**src/lssr_consts.vh**
```
// constants for the link and sensor status register bank
`ifndef LSSR_CONSTS_VH
`define LSSR_CONSTS_VH

// ==========================================
// register indices (byte address = 4 * index)
`define LSSR_IDX_GEN_STATUS 8'h52
`define LSSR_IDX_GPIO_LEVELS 8'h53
`define LSSR_IDX_SELFTEST_CNT 8'h54
`define LSSR_IDX_CHECK_CNT_LO 8'h55
`define LSSR_IDX_CHECK_CNT_HI 8'h56
`define LSSR_IDX_ALARM_FLAGS 8'h57
`define LSSR_IDX_PIN0_EXTREMES 8'h58
`define LSSR_IDX_PIN1_EXTREMES 8'h59
`define LSSR_IDX_BACKLINK_CTRL 8'h49

// ==========================================
// general status fields
`define LSSR_GS_PRESENT 0
`define LSSR_GS_CHECK_FAIL 1
`define LSSR_GS_SYNTH_LOCK 2
`define LSSR_GS_SELFTEST_FAIL 3
`define LSSR_GS_LOSS_CHANGE 4
`define LSSR_GS_REMOTE_LOCK 6

// ==========================================
// control register fields
`define LSSR_CTRL_CHECK_CLR 3
`define LSSR_CTRL_SELFTEST_CLR 5

// ==========================================
// alarm flag fields
`define LSSR_AL_TEMP_OVER 5
`define LSSR_AL_TEMP_UNDER 4
`define LSSR_AL_PIN1_OVER 3
`define LSSR_AL_PIN1_UNDER 2
`define LSSR_AL_PIN0_OVER 1
`define LSSR_AL_PIN0_UNDER 0

// ==========================================
// reset values
`define LSSR_RST_PRESENT 1'h1
`define LSSR_RST_SYNTH_LOCK 1'h1
`define LSSR_RST_PEAK 3'h0
`define LSSR_RST_TROUGH 3'h7

`endif

```
**src/lssr_sat_counter.v**
```verilog
// saturating event counter with synchronous clear
`timescale 1ns/10ps
module lssr_sat_counter #(
   parameter WIDTH = 8
) (
   input wire sys_clk_i, // system clock
   input wire reset_i, // synchronous reset
   input wire clear_i, // clear to zero
   input wire event_i, // one count
   output reg [WIDTH-1:0] count_o // count value
);
   // ==========================================
   // counting
   always @(posedge sys_clk_i) begin
      if (reset_i || clear_i) begin
         count_o <= {WIDTH{1'b0}};
      end else if (event_i && !(&count_o)) begin
         count_o <= count_o + {{(WIDTH-1){1'b0}}, 1'b1};
      end
   end
endmodule

```
**src/lssr_extreme_catch.v**
```verilog
// peak and trough catcher for one 3-bit sensor reading
`timescale 1ns/10ps
`include "lssr_consts.vh"
module lssr_extreme_catch (
   input wire sys_clk_i, // system clock
   input wire reset_i, // synchronous reset
   input wire [2:0] reading_i, // current sensor reading
   input wire over_i, // reading above upper limit
   input wire under_i, // reading below lower limit
   input wire read_clear_i, // register read, clear fields
   output reg [2:0] peak_o, // highest reading while over
   output reg [2:0] trough_o // lowest reading while under
);
   // ==========================================
   // capture; a new extreme in the clearing cycle is kept
   always @(posedge sys_clk_i) begin
      if (reset_i) begin
         peak_o <= `LSSR_RST_PEAK;
         trough_o <= `LSSR_RST_TROUGH;
      end else begin
         if (over_i && (read_clear_i || reading_i > peak_o)) begin
            peak_o <= reading_i;
         end else if (read_clear_i) begin
            peak_o <= `LSSR_RST_PEAK;
         end
         if (under_i && (read_clear_i || reading_i < trough_o)) begin
            trough_o <= reading_i;
         end else if (read_clear_i) begin
            trough_o <= `LSSR_RST_TROUGH;
         end
      end
   end
endmodule

```
**src/lssr_status_regs.v**
```verilog
// link and sensor status register bank with apb slave
//
// Operation
// - loss-change flag set on link-detect change
// - loss-change cleared by clear read or unlock
// - check-fail flag on errors while link present, outside selftest mode
// - check-fail cleared by clear register read
// - remote lock shown in bit 6
// - selftest fail flag and error count
// - synth lock in bit 2, resets one
// - link present bit 0, resets one
// - gpio live levels in bits 3:0
// - 8-bit selftest error count, resets zero
// - 16-bit check count over two bytes
// - temperature over/under flags clear on read
// - pin1 voltage over/under flags clear on read
// - pin0 voltage over/under flags clear on read
// - pin0 peak field, clears to zero
// - pin0 trough field, clears to seven
// - pin1 peak field, clears to zero
// - pin1 trough field, clears to seven
// - write one clears check-fail indications
// - write one clears selftest counter
//
// Decided for this implementation: the APB register port.
`timescale 1ns/10ps
`include "lssr_consts.vh"
module lssr_status_regs (
   input wire sys_clk_i, // 40 MHz system clock
   input wire reset_i, // synchronous reset, active high
   input wire psel, // apb select
   input wire penable, // apb access phase
   input wire pwrite, // apb write
   input wire [11:0] paddr, // apb byte address
   input wire [31:0] pwdata, // apb write data
   output wire pready, // apb ready
   output reg [31:0] prdata, // apb read data
   output reg pslverr, // apb error, unmapped address
   input wire backlink_present_i, // back channel link valid
   input wire check_fail_event_i, // back channel check error pulse
   input wire selftest_mode_i, // selftest mode active
   input wire fast_synth_locked_i, // forward synth lock
   input wire remote_locked_i, // remote receiver lock
   input wire [3:0] pin_input_levels_i, // gpio pin levels
   input wire temp_over_i, // temperature above upper limit
   input wire temp_under_i, // temperature below lower limit
   input wire [2:0] pin0_reading_i, // pin0 voltage reading
   input wire pin0_over_i, // pin0 above upper limit
   input wire pin0_under_i, // pin0 below lower limit
   input wire [2:0] pin1_reading_i, // pin1 voltage reading
   input wire pin1_over_i, // pin1 above upper limit
   input wire pin1_under_i, // pin1 below lower limit
   output wire backlink_present_o, // link present status
   output wire check_fail_flag_o // check failure status
);
   // ==========================================
   // bus decode
   wire [9:0] word_idx = paddr[11:2];
   wire access_w = psel && penable;
   wire rd_w = access_w && !pwrite;
   wire wr_w = access_w && pwrite;
   wire idx_gen = (word_idx == {2'h0, `LSSR_IDX_GEN_STATUS});
   wire idx_gpio = (word_idx == {2'h0, `LSSR_IDX_GPIO_LEVELS});
   wire idx_stc = (word_idx == {2'h0, `LSSR_IDX_SELFTEST_CNT});
   wire idx_clo = (word_idx == {2'h0, `LSSR_IDX_CHECK_CNT_LO});
   wire idx_chi = (word_idx == {2'h0, `LSSR_IDX_CHECK_CNT_HI});
   wire idx_al = (word_idx == {2'h0, `LSSR_IDX_ALARM_FLAGS});
   wire idx_p0 = (word_idx == {2'h0, `LSSR_IDX_PIN0_EXTREMES});
   wire idx_p1 = (word_idx == {2'h0, `LSSR_IDX_PIN1_EXTREMES});
   wire idx_ctl = (word_idx == {2'h0, `LSSR_IDX_BACKLINK_CTRL});
   wire mapped_w = idx_gen | idx_gpio | idx_stc | idx_clo | idx_chi | idx_al | idx_p0 | idx_p1 | idx_ctl;

   // single-cycle access phase: every register answers at once
   assign pready = 1'b1;

   // ==========================================
   // control register: self-clearing strobes, bits 4 and 2:0 kept
   reg [7:0] ctrl_q;
   wire ctl_wr = wr_w && idx_ctl && paddr[1:0] == 2'h0;
   wire check_clr_w = (ctl_wr && pwdata[`LSSR_CTRL_CHECK_CLR]) || (rd_w && idx_ctl);
   wire selftest_clr_w = ctl_wr && pwdata[`LSSR_CTRL_SELFTEST_CLR];

   always @(posedge sys_clk_i) begin
      if (reset_i) begin
         ctrl_q <= 8'h00;
      end else if (ctl_wr) begin
         // strobe bits never stored; reserved 7:6 read zero
         ctrl_q <= {2'h0, 1'b0, pwdata[4], 1'b0, pwdata[2:0]};
      end
   end

   // ==========================================
   // link status
   reg present_q;
   reg present_d1_q;
   reg synth_q;
   reg remote_q;
   reg loss_chg_q;
   reg check_fail_q;
   wire present_chg = present_q != present_d1_q;

   always @(posedge sys_clk_i) begin
      if (reset_i) begin
         present_q <= `LSSR_RST_PRESENT;
         present_d1_q <= `LSSR_RST_PRESENT;
         synth_q <= `LSSR_RST_SYNTH_LOCK;
         remote_q <= 1'b0;
         loss_chg_q <= 1'b0;
         check_fail_q <= 1'b0;
      end else begin
         present_q <= backlink_present_i;
         present_d1_q <= present_q;
         synth_q <= fast_synth_locked_i;
         remote_q <= remote_locked_i;
         // set wins over a clearing read and over loss of lock, which otherwise clears it
         if (present_chg) begin
            loss_chg_q <= 1'b1;
         end else if (check_clr_w || !synth_q) begin
            loss_chg_q <= 1'b0;
         end
         if (check_fail_event_i && present_q && !selftest_mode_i) begin
            check_fail_q <= 1'b1;
         end else if (check_clr_w) begin
            check_fail_q <= 1'b0;
         end
      end
   end

   assign backlink_present_o = present_q;
   assign check_fail_flag_o = check_fail_q;

   // ==========================================
   // error counters
   wire [7:0] selftest_count;
   wire [15:0] check_count;

   lssr_sat_counter #(.WIDTH(8)) u_selftest_cnt (
      .sys_clk_i(sys_clk_i),
      .reset_i(reset_i),
      .clear_i(selftest_clr_w),
      .event_i(check_fail_event_i && selftest_mode_i),
      .count_o(selftest_count)
   );

   lssr_sat_counter #(.WIDTH(16)) u_check_cnt (
      .sys_clk_i(sys_clk_i),
      .reset_i(reset_i),
      .clear_i(check_clr_w),
      .event_i(check_fail_event_i && present_q && !selftest_mode_i),
      .count_o(check_count)
   );

   wire selftest_fail = selftest_count != 8'h00;

   // ==========================================
   // alarm flags, clear on read, set wins
   reg [5:0] alarm_q;
   wire [5:0] alarm_set = {temp_over_i, temp_under_i, pin1_over_i, pin1_under_i, pin0_over_i, pin0_under_i};
   wire al_rd = rd_w && idx_al;

   always @(posedge sys_clk_i) begin
      if (reset_i) begin
         alarm_q <= 6'h00;
      end else if (al_rd) begin
         alarm_q <= alarm_set;
      end else begin
         alarm_q <= alarm_q | alarm_set;
      end
   end

   // ==========================================
   // voltage extremes
   wire [2:0] p0_peak;
   wire [2:0] p0_trough;
   wire [2:0] p1_peak;
   wire [2:0] p1_trough;

   lssr_extreme_catch u_pin0 (
      .sys_clk_i(sys_clk_i),
      .reset_i(reset_i),
      .reading_i(pin0_reading_i),
      .over_i(pin0_over_i),
      .under_i(pin0_under_i),
      .read_clear_i(rd_w && idx_p0),
      .peak_o(p0_peak),
      .trough_o(p0_trough)
   );

   lssr_extreme_catch u_pin1 (
      .sys_clk_i(sys_clk_i),
      .reset_i(reset_i),
      .reading_i(pin1_reading_i),
      .over_i(pin1_over_i),
      .under_i(pin1_under_i),
      .read_clear_i(rd_w && idx_p1),
      .peak_o(p1_peak),
      .trough_o(p1_trough)
   );

   // reserved r/w bits of the extreme registers, kept for software
   reg [1:0] p0_rsv_q;
   reg [1:0] p1_rsv_q;
   always @(posedge sys_clk_i) begin
      if (reset_i) begin
         p0_rsv_q <= 2'h0;
         p1_rsv_q <= 2'h0;
      end else begin
         if (wr_w && idx_p0) begin
            p0_rsv_q <= {pwdata[7], pwdata[3]};
         end
         if (wr_w && idx_p1) begin
            p1_rsv_q <= {pwdata[7], pwdata[3]};
         end
      end
   end

   // ==========================================
   // read mux
   reg [7:0] rd_byte;
   always @* begin
      rd_byte = 8'h00;
      if (idx_gen) begin
         rd_byte[`LSSR_GS_PRESENT] = present_q;
         rd_byte[`LSSR_GS_CHECK_FAIL] = check_fail_q;
         rd_byte[`LSSR_GS_SYNTH_LOCK] = synth_q;
         rd_byte[`LSSR_GS_SELFTEST_FAIL] = selftest_fail;
         rd_byte[`LSSR_GS_LOSS_CHANGE] = loss_chg_q;
         rd_byte[`LSSR_GS_REMOTE_LOCK] = remote_q;
      end else if (idx_gpio) begin
         rd_byte = {4'h0, pin_input_levels_i};
      end else if (idx_stc) begin
         rd_byte = selftest_count;
      end else if (idx_clo) begin
         rd_byte = check_count[7:0];
      end else if (idx_chi) begin
         rd_byte = check_count[15:8];
      end else if (idx_al) begin
         // an alarm caught on the setup edge must be shown before the access edge clears it
         rd_byte = {2'h0, alarm_q | alarm_set};
      end else if (idx_p0) begin
         rd_byte = {p0_rsv_q[1], p0_peak, p0_rsv_q[0], p0_trough};
      end else if (idx_p1) begin
         rd_byte = {p1_rsv_q[1], p1_peak, p1_rsv_q[0], p1_trough};
      end else if (idx_ctl) begin
         rd_byte = ctrl_q;
      end
   end

   always @(posedge sys_clk_i) begin
      if (reset_i) begin
         prdata <= 32'h00000000;
         pslverr <= 1'b0;
      end else begin
         // registered next-cycle data would miss the sample edge, so load in setup
         if (psel && !penable) begin
            prdata <= pwrite ? 32'h00000000 : {24'h000000, rd_byte};
            pslverr <= !mapped_w;
         end
      end
   end
endmodule

```
**config.mk**
```make
export PLATFORM = sky130hd
export DESIGN_NAME = lssr_status_regs
export DESIGN_NICKNAME = d
export VERILOG_FILES = /design/src/lssr_sat_counter.v /design/src/lssr_extreme_catch.v /design/src/lssr_status_regs.v
export VERILOG_INCLUDE_DIRS = /design/src
export SDC_FILE = /design/constraint.sdc
export NUM_CORES = 1
export LEC_CHECK = 0
export ABC_AREA = 1
export BUFFER_PORTS_ARGS = -buffer_cell sky130_fd_sc_hd__buf_2
export CAP_MARGIN = 30
export CORE_ASPECT_RATIO = 2
export CORE_MARGIN = 3
export CORE_UTILIZATION = 58
export DETAILED_ROUTE_END_ITERATION = 12
export HOLD_SLACK_MARGIN = 0.02
export PLACE_DENSITY = 0.86
export RECOVER_POWER = 100
export SYNTH_ARGS = -nofsm -noshare
export SYNTH_HDL_FRONTEND = slang
export SYNTH_SLANG_ARGS = --single-unit
```
**constraint.sdc**
```tcl
create_clock -name sys_clk_i -period 3.45 [get_ports sys_clk_i]
set_input_delay 0.345 -clock sys_clk_i [delete_from_list [all_inputs] [get_ports sys_clk_i]]
set_output_delay 0.345 -clock sys_clk_i [all_outputs]
set_load 0.01 [all_outputs]
```
After elaboration in Yosys (flattened, before gate mapping) --
Index checks and enable logic that the tools add are counted. W data, S select, Z words.
Storage, ports and cells: register bits after elaboration 89, input bits 70
Cells by class: add/sub/neg operators 2, $lt $le $gt $ge 4, equality and inequality tests 10, multiplexer cells 26, bitwise gates (word level) 9, reductions and logical operators 48
Operators by type and width (count):
- $eq A10 B7 Y1 const B | 9
- $mux W8 | 8
- $mux W3 | 8
- $logic_and A1 B1 Y1 | 23
- $add A16 B1 Y16 const B | 1
- $reduce_and A16 Y1 | 1
- $reduce_bool A2 Y1 | 6
- $mux W5 | 2
- $add A8 B1 Y8 const B | 1
- $logic_or A1 B1 Y1 | 8
- $or A1 B1 Y1 | 8
- $reduce_and A8 Y1 | 1
- $reduce_bool A8 Y1 | 1
- $logic_not A1 Y1 | 7
- $mux W1 | 7
- $gt A3 B3 Y1 | 2
- $lt A3 B3 Y1 | 2
- $mux W6 | 1
- $or A6 B6 Y6 | 1
- $logic_not A2 Y1 | 1
- $ne A1 B1 Y1 | 1

Longest topological paths before layout --
Gate-level depths: netlist (run 1).
depth after elaboration 11, depth in mapped cells 14

Cells and area by module --
From an unflattened synthesis (run 1), not the netlist that was laid out.
Unflattened totals: cell total of the unflattened synthesis 675, area, all modules 4294.1 um^2
By module, submodules not included:
- lssr_status_regs | times used 1, cells an instance 359, area an instance 2148.3 um^2, seq. area each 580.6 um^2
- lssr_sat_counter at u_check_cnt | times used 1, cells an instance 144, area an instance 958.4 um^2, seq. area each 320.3 um^2
- lssr_extreme_catch | times used 2, cells an instance 51, area an instance 372.9 um^2, seq. area each 120.1 um^2
- lssr_sat_counter at u_selftest_cnt | times used 1, cells an instance 70, area an instance 441.7 um^2, seq. area each 160.2 um^2

Least setup slack after synthesis (run 1) --
Ideal clock, no wire load.
kind reg-to-reg, from reg u_check_cnt.count_o[0], to reg u_check_cnt.count_o[7], library setup time 0.122 ns, arrival time 1.475 ns, required time 3.328 ns, setup slack 1.854 ns, stages on the path, launching flop included 10, buffers on the path 1, cells stage by stage dfxtp_1 > ha_1 > and3_1 > nand4_1 > nand2_1 > buf_4 > nor2_1 > nand2_1 > o21ai_0 > a21oi_1
Between the ends: word-level cells in the longest chain between the ends 3, elaborated cells on any way between the ends 4, those cells by class 1 x add/sub; 3 x reduce/logical
RTL lines:
- start, declared | RTL line lssr_sat_counter.v:10 | output reg [WIDTH-1:0] count_o
- start signal, assigned | RTL line lssr_sat_counter.v:16 | count_o <= {WIDTH{1'b0}};
- start signal, assigned | RTL line lssr_sat_counter.v:18 | count_o <= count_o + {{(WIDTH-1){1'b0}}, 1'b1};
- parallel branches: the longest is 3 deep, another holds $add A16 B1 Y16
Parallel ways; which one is timed is not known. A chain may end at the register's enable or synchronous reset.

Worst setup path in the final report (run 1) --
from in reset_i, to reg u_selftest_cnt.count_o[3]
Between the ends: word-level cells in the longest chain between the ends 1
RTL lines:
- start, declared | RTL line lssr_status_regs.v:30 | input wire reset_i,
- $logic_or A1 B1 Y1 | RTL line lssr_sat_counter.v:15 | if (reset_i || clear_i) begin
- end signal, assigned | RTL line lssr_sat_counter.v:16
- end signal, assigned | RTL line lssr_sat_counter.v:18
- end, declared | RTL line lssr_sat_counter.v:10
Every way passes these cells.

==> reports/qor.csv, run 1 <==
metric;value;unit
status;finished clean;
Post-Route Setup TNS;0;ps
Tcrit/Tclk final;0.677;
Critical Path AT;2570;ps
critical path type;primary input to flip-flop;
synth warn;0;
initial core utilization;0.607;
router iterations before antenna repair;5;
Ant. Diodes;0;
Synth Area in XOR/XNOR;0.0150;
maximum number of pins on one net before global-route repair;27;
min-delay src;fast_synth_locked_i;
H-tree depth;3;
RSZ-0062 raised after global routing;false;
CTS resizes;0;
number of synthesized flops with an enable pin;0;
pwr dens;431;nW/µm²
initial antenna violation count;0;
Post-CTS Hold Fix Bufs;0;
antenna-violating nets left;0;
core area;6730;µm²
final slew viol count;0;
Critical Path Source Type;primary input;
DP HPWL;8.74;mm
first-pass GRT wire length;18.2;mm
overall routing resource usage;0.286;
Synth Area in Compound Gates;0.140;
Hold Path Stages;2;
die height;125;µm
Placer Congestion;1.00;
Max-slew headroom;0.126;
Post-CTS Setup Bufs;0;
minimum clock period;2330;ps
post-synthesis instance total;626;
pin slew with the least headroom to its limit;1310;ps
Max Root-Sink Buffers;2;
Num Clock Sinks;65;
Final Hold Viols;0;
count leader, synth;nand2_1;
gr ovfl total;0;
Fillers;661;
CTS buffer count;9;
syn_area_per_cell;6.52;µm²
final clock skew;4.53;ps
Chip Width;65.3;µm
Worst Hold End;synth_q;
Synth Area in Adders;0.0398;
main combinational cell family by area after synthesis;simple AND/OR/NAND/NOR gates;
Worst-Skew Late Latency;340;ps
main flop type after synthesis;dfxtp_1;
vias in the first global route;4105;
Synth Cell Area;4080;µm²
root buffer cell;clkbuf_16;
Reg2Reg Depth;8;
WL/cell;14.4;µm
Worst Hold Class;primary input to flip-flop;
static leakage;2.11;nW
sequential fraction of the synthesis area;0.319;
FF-to-FF setup slack;1350;ps
Post-synth top cells;nand2_1, inv_1, dfxtp_1;
WL final;11.2;mm
die area;8150;µm²
CTS tree;built;
final setup fails;0;
synth top area cells;dfxtp_1, nand2_1, inv_1;
sequential cell area;1300;µm²
clock slew at reported path FFs;50;ps
DRC;0;
num ports;106;
required time of the worst setup path;3680;ps
number of synthesized register bits;65;
vias per inst;5.37;
fraction of layout instances using a drive strength above 1;0.127;
post-synthesis mux area share;0;
area grow syn2layout;12.6;%
nets@finish;764;
Vias;4153;
CP Max Fanout;26;
worst r2r src;u_check_cnt.count_o[10];
r2r endpoint;u_check_cnt.count_o[4];
Rows;42;
top-area cell type share of the netlist area;0.319;
Cell variety after synth;43;
post-synthesis simple-gate area fraction;0.340;
Async SR Flop Fraction;0;
DRT iter0 DRCs;215;
capturing element type of the critical path;flip-flop;
port bufs;55;
max frequency;428;MHz
largest area contributor in the synthesized netlist;dfxtp_1;
VDD IR-drop max;0.406;mV
max capacitance violation total;0;
area of the multi-input gates;2240;µm²
Fin Hold WS;191;ps
-- cell usage in the layout (no fill, tap or decap), types with 3 or more instances in the layout --
master | netlist | final
a21oi_1 | 43 | 43
a21oi_2 | 4 | 4
buf_2 | 1 | 40
clkbuf_1 | 6 | 16
clkbuf_16 | 0 | 9
clkinv_2 | 1 | 3
conb_1 | 2 | 25
dfxtp_1 | 65 | 65
ha_1 | 13 | 13
inv_1 | 85 | 86
inv_2 | 6 | 5
nand2_1 | 159 | 161
nand2_2 | 5 | 3
nand3_1 | 25 | 26
nand4_1 | 9 | 9
nor2_1 | 61 | 64
nor2_2 | 5 | 4
nor3_1 | 15 | 16
nor4_1 | 4 | 4
o21ai_0 | 43 | 43
o22ai_1 | 6 | 6
or2_2 | 6 | 6
xor2_1 | 6 | 6
-- final cells by class --
class                           instances  share of cell area
Tap cell                               88              0.0240
Inverter                               93              0.0762
Clock buffer                           11              0.0550
Clock inverter                          5              0.0169
Multi-Input combinational cell        456               0.488
Sequential cell                        65               0.283
Timing Repair Buffer                   56              0.0566
-- critical path, cell delays in order --
cell,delay [ps]
clkbuf_1,930
clkinv_1,250
clkbuf_1,430
nand2_1,410
a21oi_1,80
o21a_1,110
-- sequential cells by signal (all words and copies together) (netlist names), 2 cells and up --
signal	count
p1_rsv_q	2
alarm_q	6
ctrl_q	4
u_selftest_cnt.count_o	8
p0_rsv_q	2
u_pin0.peak_o	3
u_pin1.peak_o	3
u_pin0.trough_o	3
u_pin1.trough_o	3
prdata	8
u_check_cnt.count_o	16
-- metrics by stage --
step           setup WS (ps)  cells  utilization  instance area, µm²  total power, W
6_report                1120    774        0.683                4600         0.00198
5_1_grt                  977    774        0.683                4600         0.00207
4_1_cts                 1370    774        0.692                4650         0.00200
3_5_place_dp            1220    758        0.642                4320         0.00101
3_3_place_gp            1300    758        0.642                4320        0.000994
2_1_floorplan           1850    649            -                4170        0.000956
-- kinds of logic (layout without fill, tap and decap cells) --
logic type | Yosys count | in the layout
xor+xnor | 7 | 7
simple gates | 306 | 306
other cells | 2 | 25
buf+inv | 128 | 165
flops | 65 | 65
compound gates | 105 | 105
fa+ha+maj | 13 | 13
-- routing by layer --
layer  part of all wire  global-route usage  vias up
met5                  0                   0        -
met4              0.060               0.205        0
met3              0.046              0.0523       47
met2               0.56               0.516      155
met1               0.34               0.274     1892
li1                   -                   -     2059
-- worst max-delay path by stage --
stage                                  from                         to  slack, ps
floorplan            u_check_cnt.count_o[0]     u_check_cnt.count_o[7]       1850
global placement                  paddr[11]     u_check_cnt.count_o[8]       1300
detailed placement                paddr[11]     u_check_cnt.count_o[8]       1220
CTS                 u_check_cnt.count_o[10]     u_check_cnt.count_o[4]       1370
global route                        reset_i  u_selftest_cnt.count_o[3]        980
finish                              reset_i  u_selftest_cnt.count_o[3]       1120
-- power by group --
group	internal [W]	total [W]	switching [W]
combinational	0.0000675	0.000199	0.000132
sequential	0.000775	0.000791	0.0000153
clock	0.000668	0.000993	0.000324
(Power assumes the default switching activity.)
==> run 2, diff against run 1 <==
--- a/config.mk
+++ b/config.mk
@@ -11,10 +11,10 @@
 export CAP_MARGIN = 30
 export CORE_ASPECT_RATIO = 2
 export CORE_MARGIN = 3
-export CORE_UTILIZATION = 58
+export CORE_UTILIZATION = 48
 export DETAILED_ROUTE_END_ITERATION = 12
 export HOLD_SLACK_MARGIN = 0.02
-export PLACE_DENSITY = 0.86
+export PLACE_DENSITY = 0.76
 export RECOVER_POWER = 100
 export SYNTH_ARGS = -nofsm -noshare
 export SYNTH_HDL_FRONTEND = slang
==> constraint.sdc (replaced) <==
create_clock -name sys_clk_i -period 2 [get_ports sys_clk_i]
set_input_delay 0.2 -clock sys_clk_i [delete_from_list [all_inputs] [get_ports sys_clk_i]]
set_output_delay 0.2 -clock sys_clk_i [all_outputs]
set_load 0.01 [all_outputs]
==> run 2 against run 1 <==
  * Setup slack lost 970 ps
  * Sequential share of layout area is 0.18 points lower
  * Critical endpoint is now u_check_cnt.count_o[6]
  * Highest routed layer unchanged
  * Largest cell class unchanged
  * Routed wire length is 2.4% higher
==> reports/qor.csv, run 2 (synthesis gave the netlist of run 1 again) <==
metric;value;unit;change
CTS tree;built;;unchanged
pin slew with the least headroom to its limit;1200;ps;was 1310 ps
Regs by FF count;u_check_cnt.count_o: 16 flops, prdata: 8 flops, u_selftest_cnt.count_o: 8 flops;;unchanged
final clock skew;4.27;ps;was 4.53 ps
vias in the first global route;4212;;was 4105
vias per inst;5.32;;was 5.37
Worst-Skew Late Latency;330;ps;was 340 ps
area grow syn2layout;13.3;%;was 12.6%
Post-Route Setup TNS;0;ps;unchanged
Chip Width;71.2;µm;was 65.3 µm
nets@finish;777;;was 764
clock slew at reported path FFs;50;ps;about the same
capturing element type of the critical path;flip-flop;;unchanged
Worst Hold End;backlink_present_o;;was synth_q
router iterations before antenna repair;5;;unchanged
WL final;11.4;mm;was 11.2 mm
antenna-violating nets left;0;;unchanged
DRC;0;;unchanged
static leakage;2.15;nW;was 2.11 nW
root buffer cell;clkbuf_16;;unchanged
gr ovfl total;0;;unchanged
Hold Path Stages;2;;unchanged
Worst Hold Class;primary input to flip-flop;;unchanged
commonest cells after routing, fill and taps aside;nand2_1, inv_1, dfxtp_1, nor2_1, a21oi_1;;was nand2_1, inv_1, dfxtp_1, nor2_1
fraction of layout instances using a drive strength above 1;0.138;;was 0.127
Max-slew headroom;0.200;;was 0.126
die height;136;µm;was 125 µm
Rows;47;;was 42
Critical Path Source Type;flip-flop;;was primary input
max capacitance violation total;0;;unchanged
worst r2r src;u_check_cnt.count_o[9];;was u_check_cnt.count_o[10]
commonest non-fill, non-tap cell in the layout;nand2_1;;unchanged
DRT iter0 DRCs;217;;was 215
Reg2Reg Depth;7;;was 8
VDD IR-drop max;0.499;mV;was 0.406 mV
Ant. Diodes;0;;unchanged
Max Root-Sink Buffers;2;;unchanged
FF-to-FF setup slack;140;ps;was 1350 ps
num ports;106;;unchanged
WL/cell;14.4;µm;about the same
r2r endpoint;u_check_cnt.count_o[6];;was u_check_cnt.count_o[4]
Vias;4231;;was 4153
initial antenna violation count;0;;unchanged
die area;9720;µm²;was 8150 µm²
Largest register FFs;16;;unchanged
area of the multi-input gates;2230;µm²;was 2240 µm²
Num Clock Sinks;65;;unchanged
RSZ-0062 raised after global routing;false;;unchanged
Placer Congestion;0.972;;was 1.00
CTS buffer count;9;;unchanged
final slew viol count;0;;unchanged
minimum clock period;1860;ps;
H-tree depth;3;;unchanged
final setup fails;0;;unchanged
pwr dens;681;nW/µm²;was 431 nW/µm²
DP HPWL;9.32;mm;was 8.74 mm
Most flops, register;u_check_cnt.count_o;;unchanged
sequential cell area;1300;µm²;unchanged
required time of the worst setup path;2210;ps;was 3680 ps
first-pass GRT wire length;18.3;mm;was 18.2 mm
min-delay src;backlink_present_i;;was fast_synth_locked_i
Non-Filler Instances;795;;was 774
Post-CTS Setup Bufs;0;;unchanged
max frequency;539;MHz;
DP Cell Count;781;;was 758
core area;8290;µm²;was 6730 µm²
initial core utilization;0.493;;was 0.607
Final Hold Viols;0;;unchanged
maximum number of pins on one net before global-route repair;26;;was 27
critical path type;flip-flop to flip-flop;;was primary input to flip-flop
Fillers;821;;was 661
Post-CTS Hold Fix Bufs;0;;unchanged
status;finished clean;;unchanged
overall routing resource usage;0.240;;was 0.286
Critical Path AT;2070;ps;was 2570 ps
CP Max Fanout;7;;was 26
Tcrit/Tclk final;0.928;;
port bufs;55;;unchanged
[run 2: changes by cell type in the layout (fill, tap and decap cells not counted), sizes merged]
cell,before,now
buf,40,52
bufinv,2,0
clkbuf,27,28
[run 2: worst max path at each step]
stage,end,from,cells past startpoint
2_1_floorplan,u_check_cnt.count_o[7],u_check_cnt.count_o[0],9
3_3_place_gp,u_check_cnt.count_o[8],pwrite,10
3_5_place_dp,u_check_cnt.count_o[8],pwrite,10
4_1_cts,u_check_cnt.count_o[4],u_check_cnt.count_o[0],8
5_1_grt,u_check_cnt.count_o[8],penable,10
6_report,u_check_cnt.count_o[6],u_check_cnt.count_o[9],7
[run 2: cell type report]
class,instances,share of cell area
Tap cell,98,0.0265
Multi-Input combinational cell,456,0.482
Timing Repair Buffer,69,0.0757
Clock inverter,3,0.00379
Inverter,93,0.0757
Sequential cell,65,0.281
Clock buffer,11,0.0546
[run 2: where the power goes]
group | internal [W] | total, W | switching, W
logic | 0.000124 | 0.000353 | 0.000229
clock network | 0.000886 | 0.00143 | 0.000544
registers | 0.00134 | 0.00137 | 0.0000291
total | 0.00235 | 0.00315 | 0.000803
[run 2: what timing repair did]
item,CTS,global route
hold endpoints to repair,0,0
gates resized for setup,0,1
setup endpoints to repair,0,1
[run 2: per-layer routing]
layer  vias up  GRT usage  part of all wire
li1       2088          -                 -
met5         -          0                 0
met2       122      0.463              0.56
met3        52     0.0392             0.033
met1      1969      0.211              0.34
met4         0      0.179             0.068
[run 2: through the flow]
step / utilization / power, W / hold WS [ps] / area [µm²] / worst slack, ps
after detailed placement: 0.534 / 0.00175 / 390 / 4430 / 176
after CTS: 0.567 / 0.00318 / 47.7 / 4700 / 162
after global routing: 0.558 / 0.00327 / 45.7 / 4630 / 25.2
after global placement: 0.534 / 0.00174 / 383 / 4430 / 220
final: 0.558 / 0.00315 / 47.5 / 4630 / 144
after floorplan: - / 0.00165 / 304 / 4170 / 404
[run 2: worst max-delay path, cell delays in order (launching register included)]
cell,delay (ps)
dfxtp_1,430
inv_1,120
nor3_1,270
nand4_1,130
nand2_1,220
clkbuf_1,280
o21ai_0,140
nor3b_1,150
==> run 3, diff against run 2 <==
--- a/config.mk
+++ b/config.mk
@@ -10,12 +10,13 @@
 export BUFFER_PORTS_ARGS = -buffer_cell sky130_fd_sc_hd__buf_2
 export CAP_MARGIN = 30
 export CORE_ASPECT_RATIO = 2
-export CORE_MARGIN = 3
+export CORE_MARGIN = 2
 export CORE_UTILIZATION = 48
 export DETAILED_ROUTE_END_ITERATION = 12
 export HOLD_SLACK_MARGIN = 0.02
 export PLACE_DENSITY = 0.76
 export RECOVER_POWER = 100
+export REMOVE_ABC_BUFFERS = 1
 export SYNTH_ARGS = -nofsm -noshare
 export SYNTH_HDL_FRONTEND = slang
 export SYNTH_SLANG_ARGS = --single-unit
==> run 3 against run 2 <==
  * Clock-buffer cell count shrank 1
  * Combinational power grew 1%
  * Sequential share of layout area shrank 0.46 points
  * First-iteration DRC count grew 8.3%
  * Clock power grew 19%
  * Setup slack lost 12 ps
  * Sequential power is essentially flat
  * Critical endpoint is now u_check_cnt.count_o[4]
  * Largest power group unchanged
==> reports/qor.csv, run 3 (synthesis gave the netlist of run 1 again) <==
metric;value;unit;change
vias per inst;5.28;;was 5.32
Num Clock Sinks;65;;unchanged
Critical Path AT;2120;ps;was 2070 ps
capturing element type of the critical path;flip-flop;;unchanged
CTS tree;built;;unchanged
vias in the first global route;4067;;was 4212
Post-Route Setup TNS;0;ps;unchanged
Clk pwr share;0.496;;was 0.454
RSZ-0062 raised after global routing;false;;unchanged
initial core utilization;0.493;;unchanged
VDD IR-drop max;0.627;mV;was 0.499 mV
router iterations before antenna repair;5;;unchanged
commonest non-fill, non-tap cell in the layout;nand2_1;;unchanged
NetSw;0.000843;W;was 0.000803 W
required time of the worst setup path;2260;ps;was 2210 ps
overall routing resource usage;0.253;;was 0.240
Ant. Diodes;0;;unchanged
max capacitance violation total;0;;unchanged
fraction of layout instances using a drive strength above 1;0.138;;about the same
CTS resizes;0;;unchanged
final setup fails;0;;unchanged
port bufs;55;;unchanged
root buffer cell;clkbuf_16;;unchanged
Rows;47;;unchanged
register share of total power;0.399;;was 0.434
max frequency;535;MHz;was 539 MHz
nets@finish;780;;was 777
pin slew with the least headroom to its limit;1190;ps;was 1200 ps
Worst-Skew Late Latency;340;ps;was 330 ps
critical-path cell list;ha_1 > and3_1 > nand4_1 > nand2_1 > inv_1 > nand3_1 > o21ai_0 > nor3b_1;;was inv_1 > nor3_1 > nand4_1 > nand2_1 > clkbuf_1 > o21ai_0 > nor3b_1
critical path type;flip-flop to flip-flop;;unchanged
die height;134;µm;was 136 µm
final clock skew;5.82;ps;was 4.27 ps
Post-CTS Setup Bufs;0;;unchanged
Critical Path Source Type;flip-flop;;unchanged
Power Total;0.00342;W;was 0.00315 W
antenna-violating nets left;0;;unchanged
CP Max Fanout;11;;was 7
Tcrit/Tclk final;0.934;;was 0.928
static leakage;2.18;nW;was 2.15 nW
sw frac;0.246;;was 0.255
CTS buffer count;9;;unchanged
Max Root-Sink Buffers;2;;unchanged
maximum number of pins on one net before global-route repair;26;;unchanged
Int Pwr;0.00258;W;was 0.00235 W
die area;9310;µm²;was 9720 µm²
num ports;106;;unchanged
Post-CTS Hold Fix Bufs;0;;unchanged
gr ovfl total;0;;unchanged
WL final;11.4;mm;about the same
area grow syn2layout;15.2;%;was 13.3%
pwr dens;727;nW/µm²;was 681 nW/µm²
Final Hold Viols;0;;unchanged
Fin Hold WS;40.1;ps;was 47.5 ps
Max-slew headroom;0.207;;was 0.200
CP max stage delay;320;ps;was 430 ps
Regs by FF count;u_check_cnt.count_o: 16 flops, prdata: 8 flops, u_selftest_cnt.count_o: 8 flops;;unchanged
Chip Width;69.2;µm;was 71.2 µm
Fillers;827;;was 821
minimum clock period;1870;ps;was 1860 ps
DRC;0;;unchanged
Comb power frac;0.105;;was 0.112
Placer Congestion;0.965;;was 0.972
Most flops, register;u_check_cnt.count_o;;unchanged
Worst Hold Class;primary input to flip-flop;;unchanged
status;finished clean;;unchanged
final slew viol count;0;;unchanged
Vias;4220;;was 4231
initial antenna violation count;0;;unchanged
Slowest-stage cell, CP;dfxtp_1;;unchanged
DP HPWL;9.00;mm;was 9.32 mm
first-pass GRT wire length;18.5;mm;was 18.3 mm
Largest register FFs;16;;unchanged
WL/cell;14.3;µm;was 14.4 µm
DRT iter0 DRCs;235;;was 217
clock slew at reported path FFs;50;ps;about the same
core area;8290;µm²;unchanged
commonest cells after routing, fill and taps aside;nand2_1, inv_1, nor2_1, dfxtp_1, a21oi_1;;was nand2_1, inv_1, dfxtp_1, nor2_1, a21oi_1
H-tree depth;3;;unchanged
-- run 3: metal layers --
metal  GRT usage  vias up  routed length, µm
met3      0.0376       49                518
li1            -     2096                  -
met4       0.186        0                653
met2       0.494      163               6450
met5           0        -                  0
met1       0.228     1912               3790
-- run 3: worst max-delay path: cells and delay by family (launching register included) --
kind	cells	cell delay (ps)
DFF	1	320
adders and majority gates	1	240
buffers and inverters	1	170
and+or+nand+nor	5	860
AOI/OAI and AO/OA	1	190
-- run 3: path summary, 6_finish.rpt --
kind | endpoint | start | cells after the start | slack (ps)
hold reg to reg | p1_rsv_q[0] | p1_rsv_q[0] | 2 | 440
setup reg to reg | u_check_cnt.count_o[4] | u_check_cnt.count_o[0] | 8 | 130
setup / recovery | u_check_cnt.count_o[4] | u_check_cnt.count_o[0] | 8 | 130
hold / removal | backlink_present_o | backlink_present_i | 2 | 40
-- run 3: final cells by class --
type                       instances  area, µm²  area share
clock buffer                      10        239      0.0508
clock inverter                     5       80.1      0.0170
inverter                          93        350      0.0745
multi-input combinational        456       2220       0.472
sequential                        65       1300       0.277
tap                               98        123      0.0261
timing repair buffer              72        388      0.0825
-- run 3: power by group through the flow --
stage / sequential [W] / clock (W) / combinational [W]
after floorplan: 0.00138 / 0 / 0.000215
after global placement: 0.00139 / 0 / 0.000346
after detailed placement: 0.00139 / 0 / 0.000361
after CTS: 0.00136 / 0.00171 / 0.000365
after global routing: 0.00137 / 0.00176 / 0.000406
final: 0.00137 / 0.00170 / 0.000358
-- run 3: through the flow --
step                      cell area [µm²]  std cells  setup slack [ps]  utilization
after floorplan                      3930        614               353            -
after global placement               4470        784               256        0.539
after detailed placement             4470        784               181        0.539
after CTS                            4790        799               174        0.577
after global routing                 4700        799              19.3        0.567
final                                4700        799               132        0.567
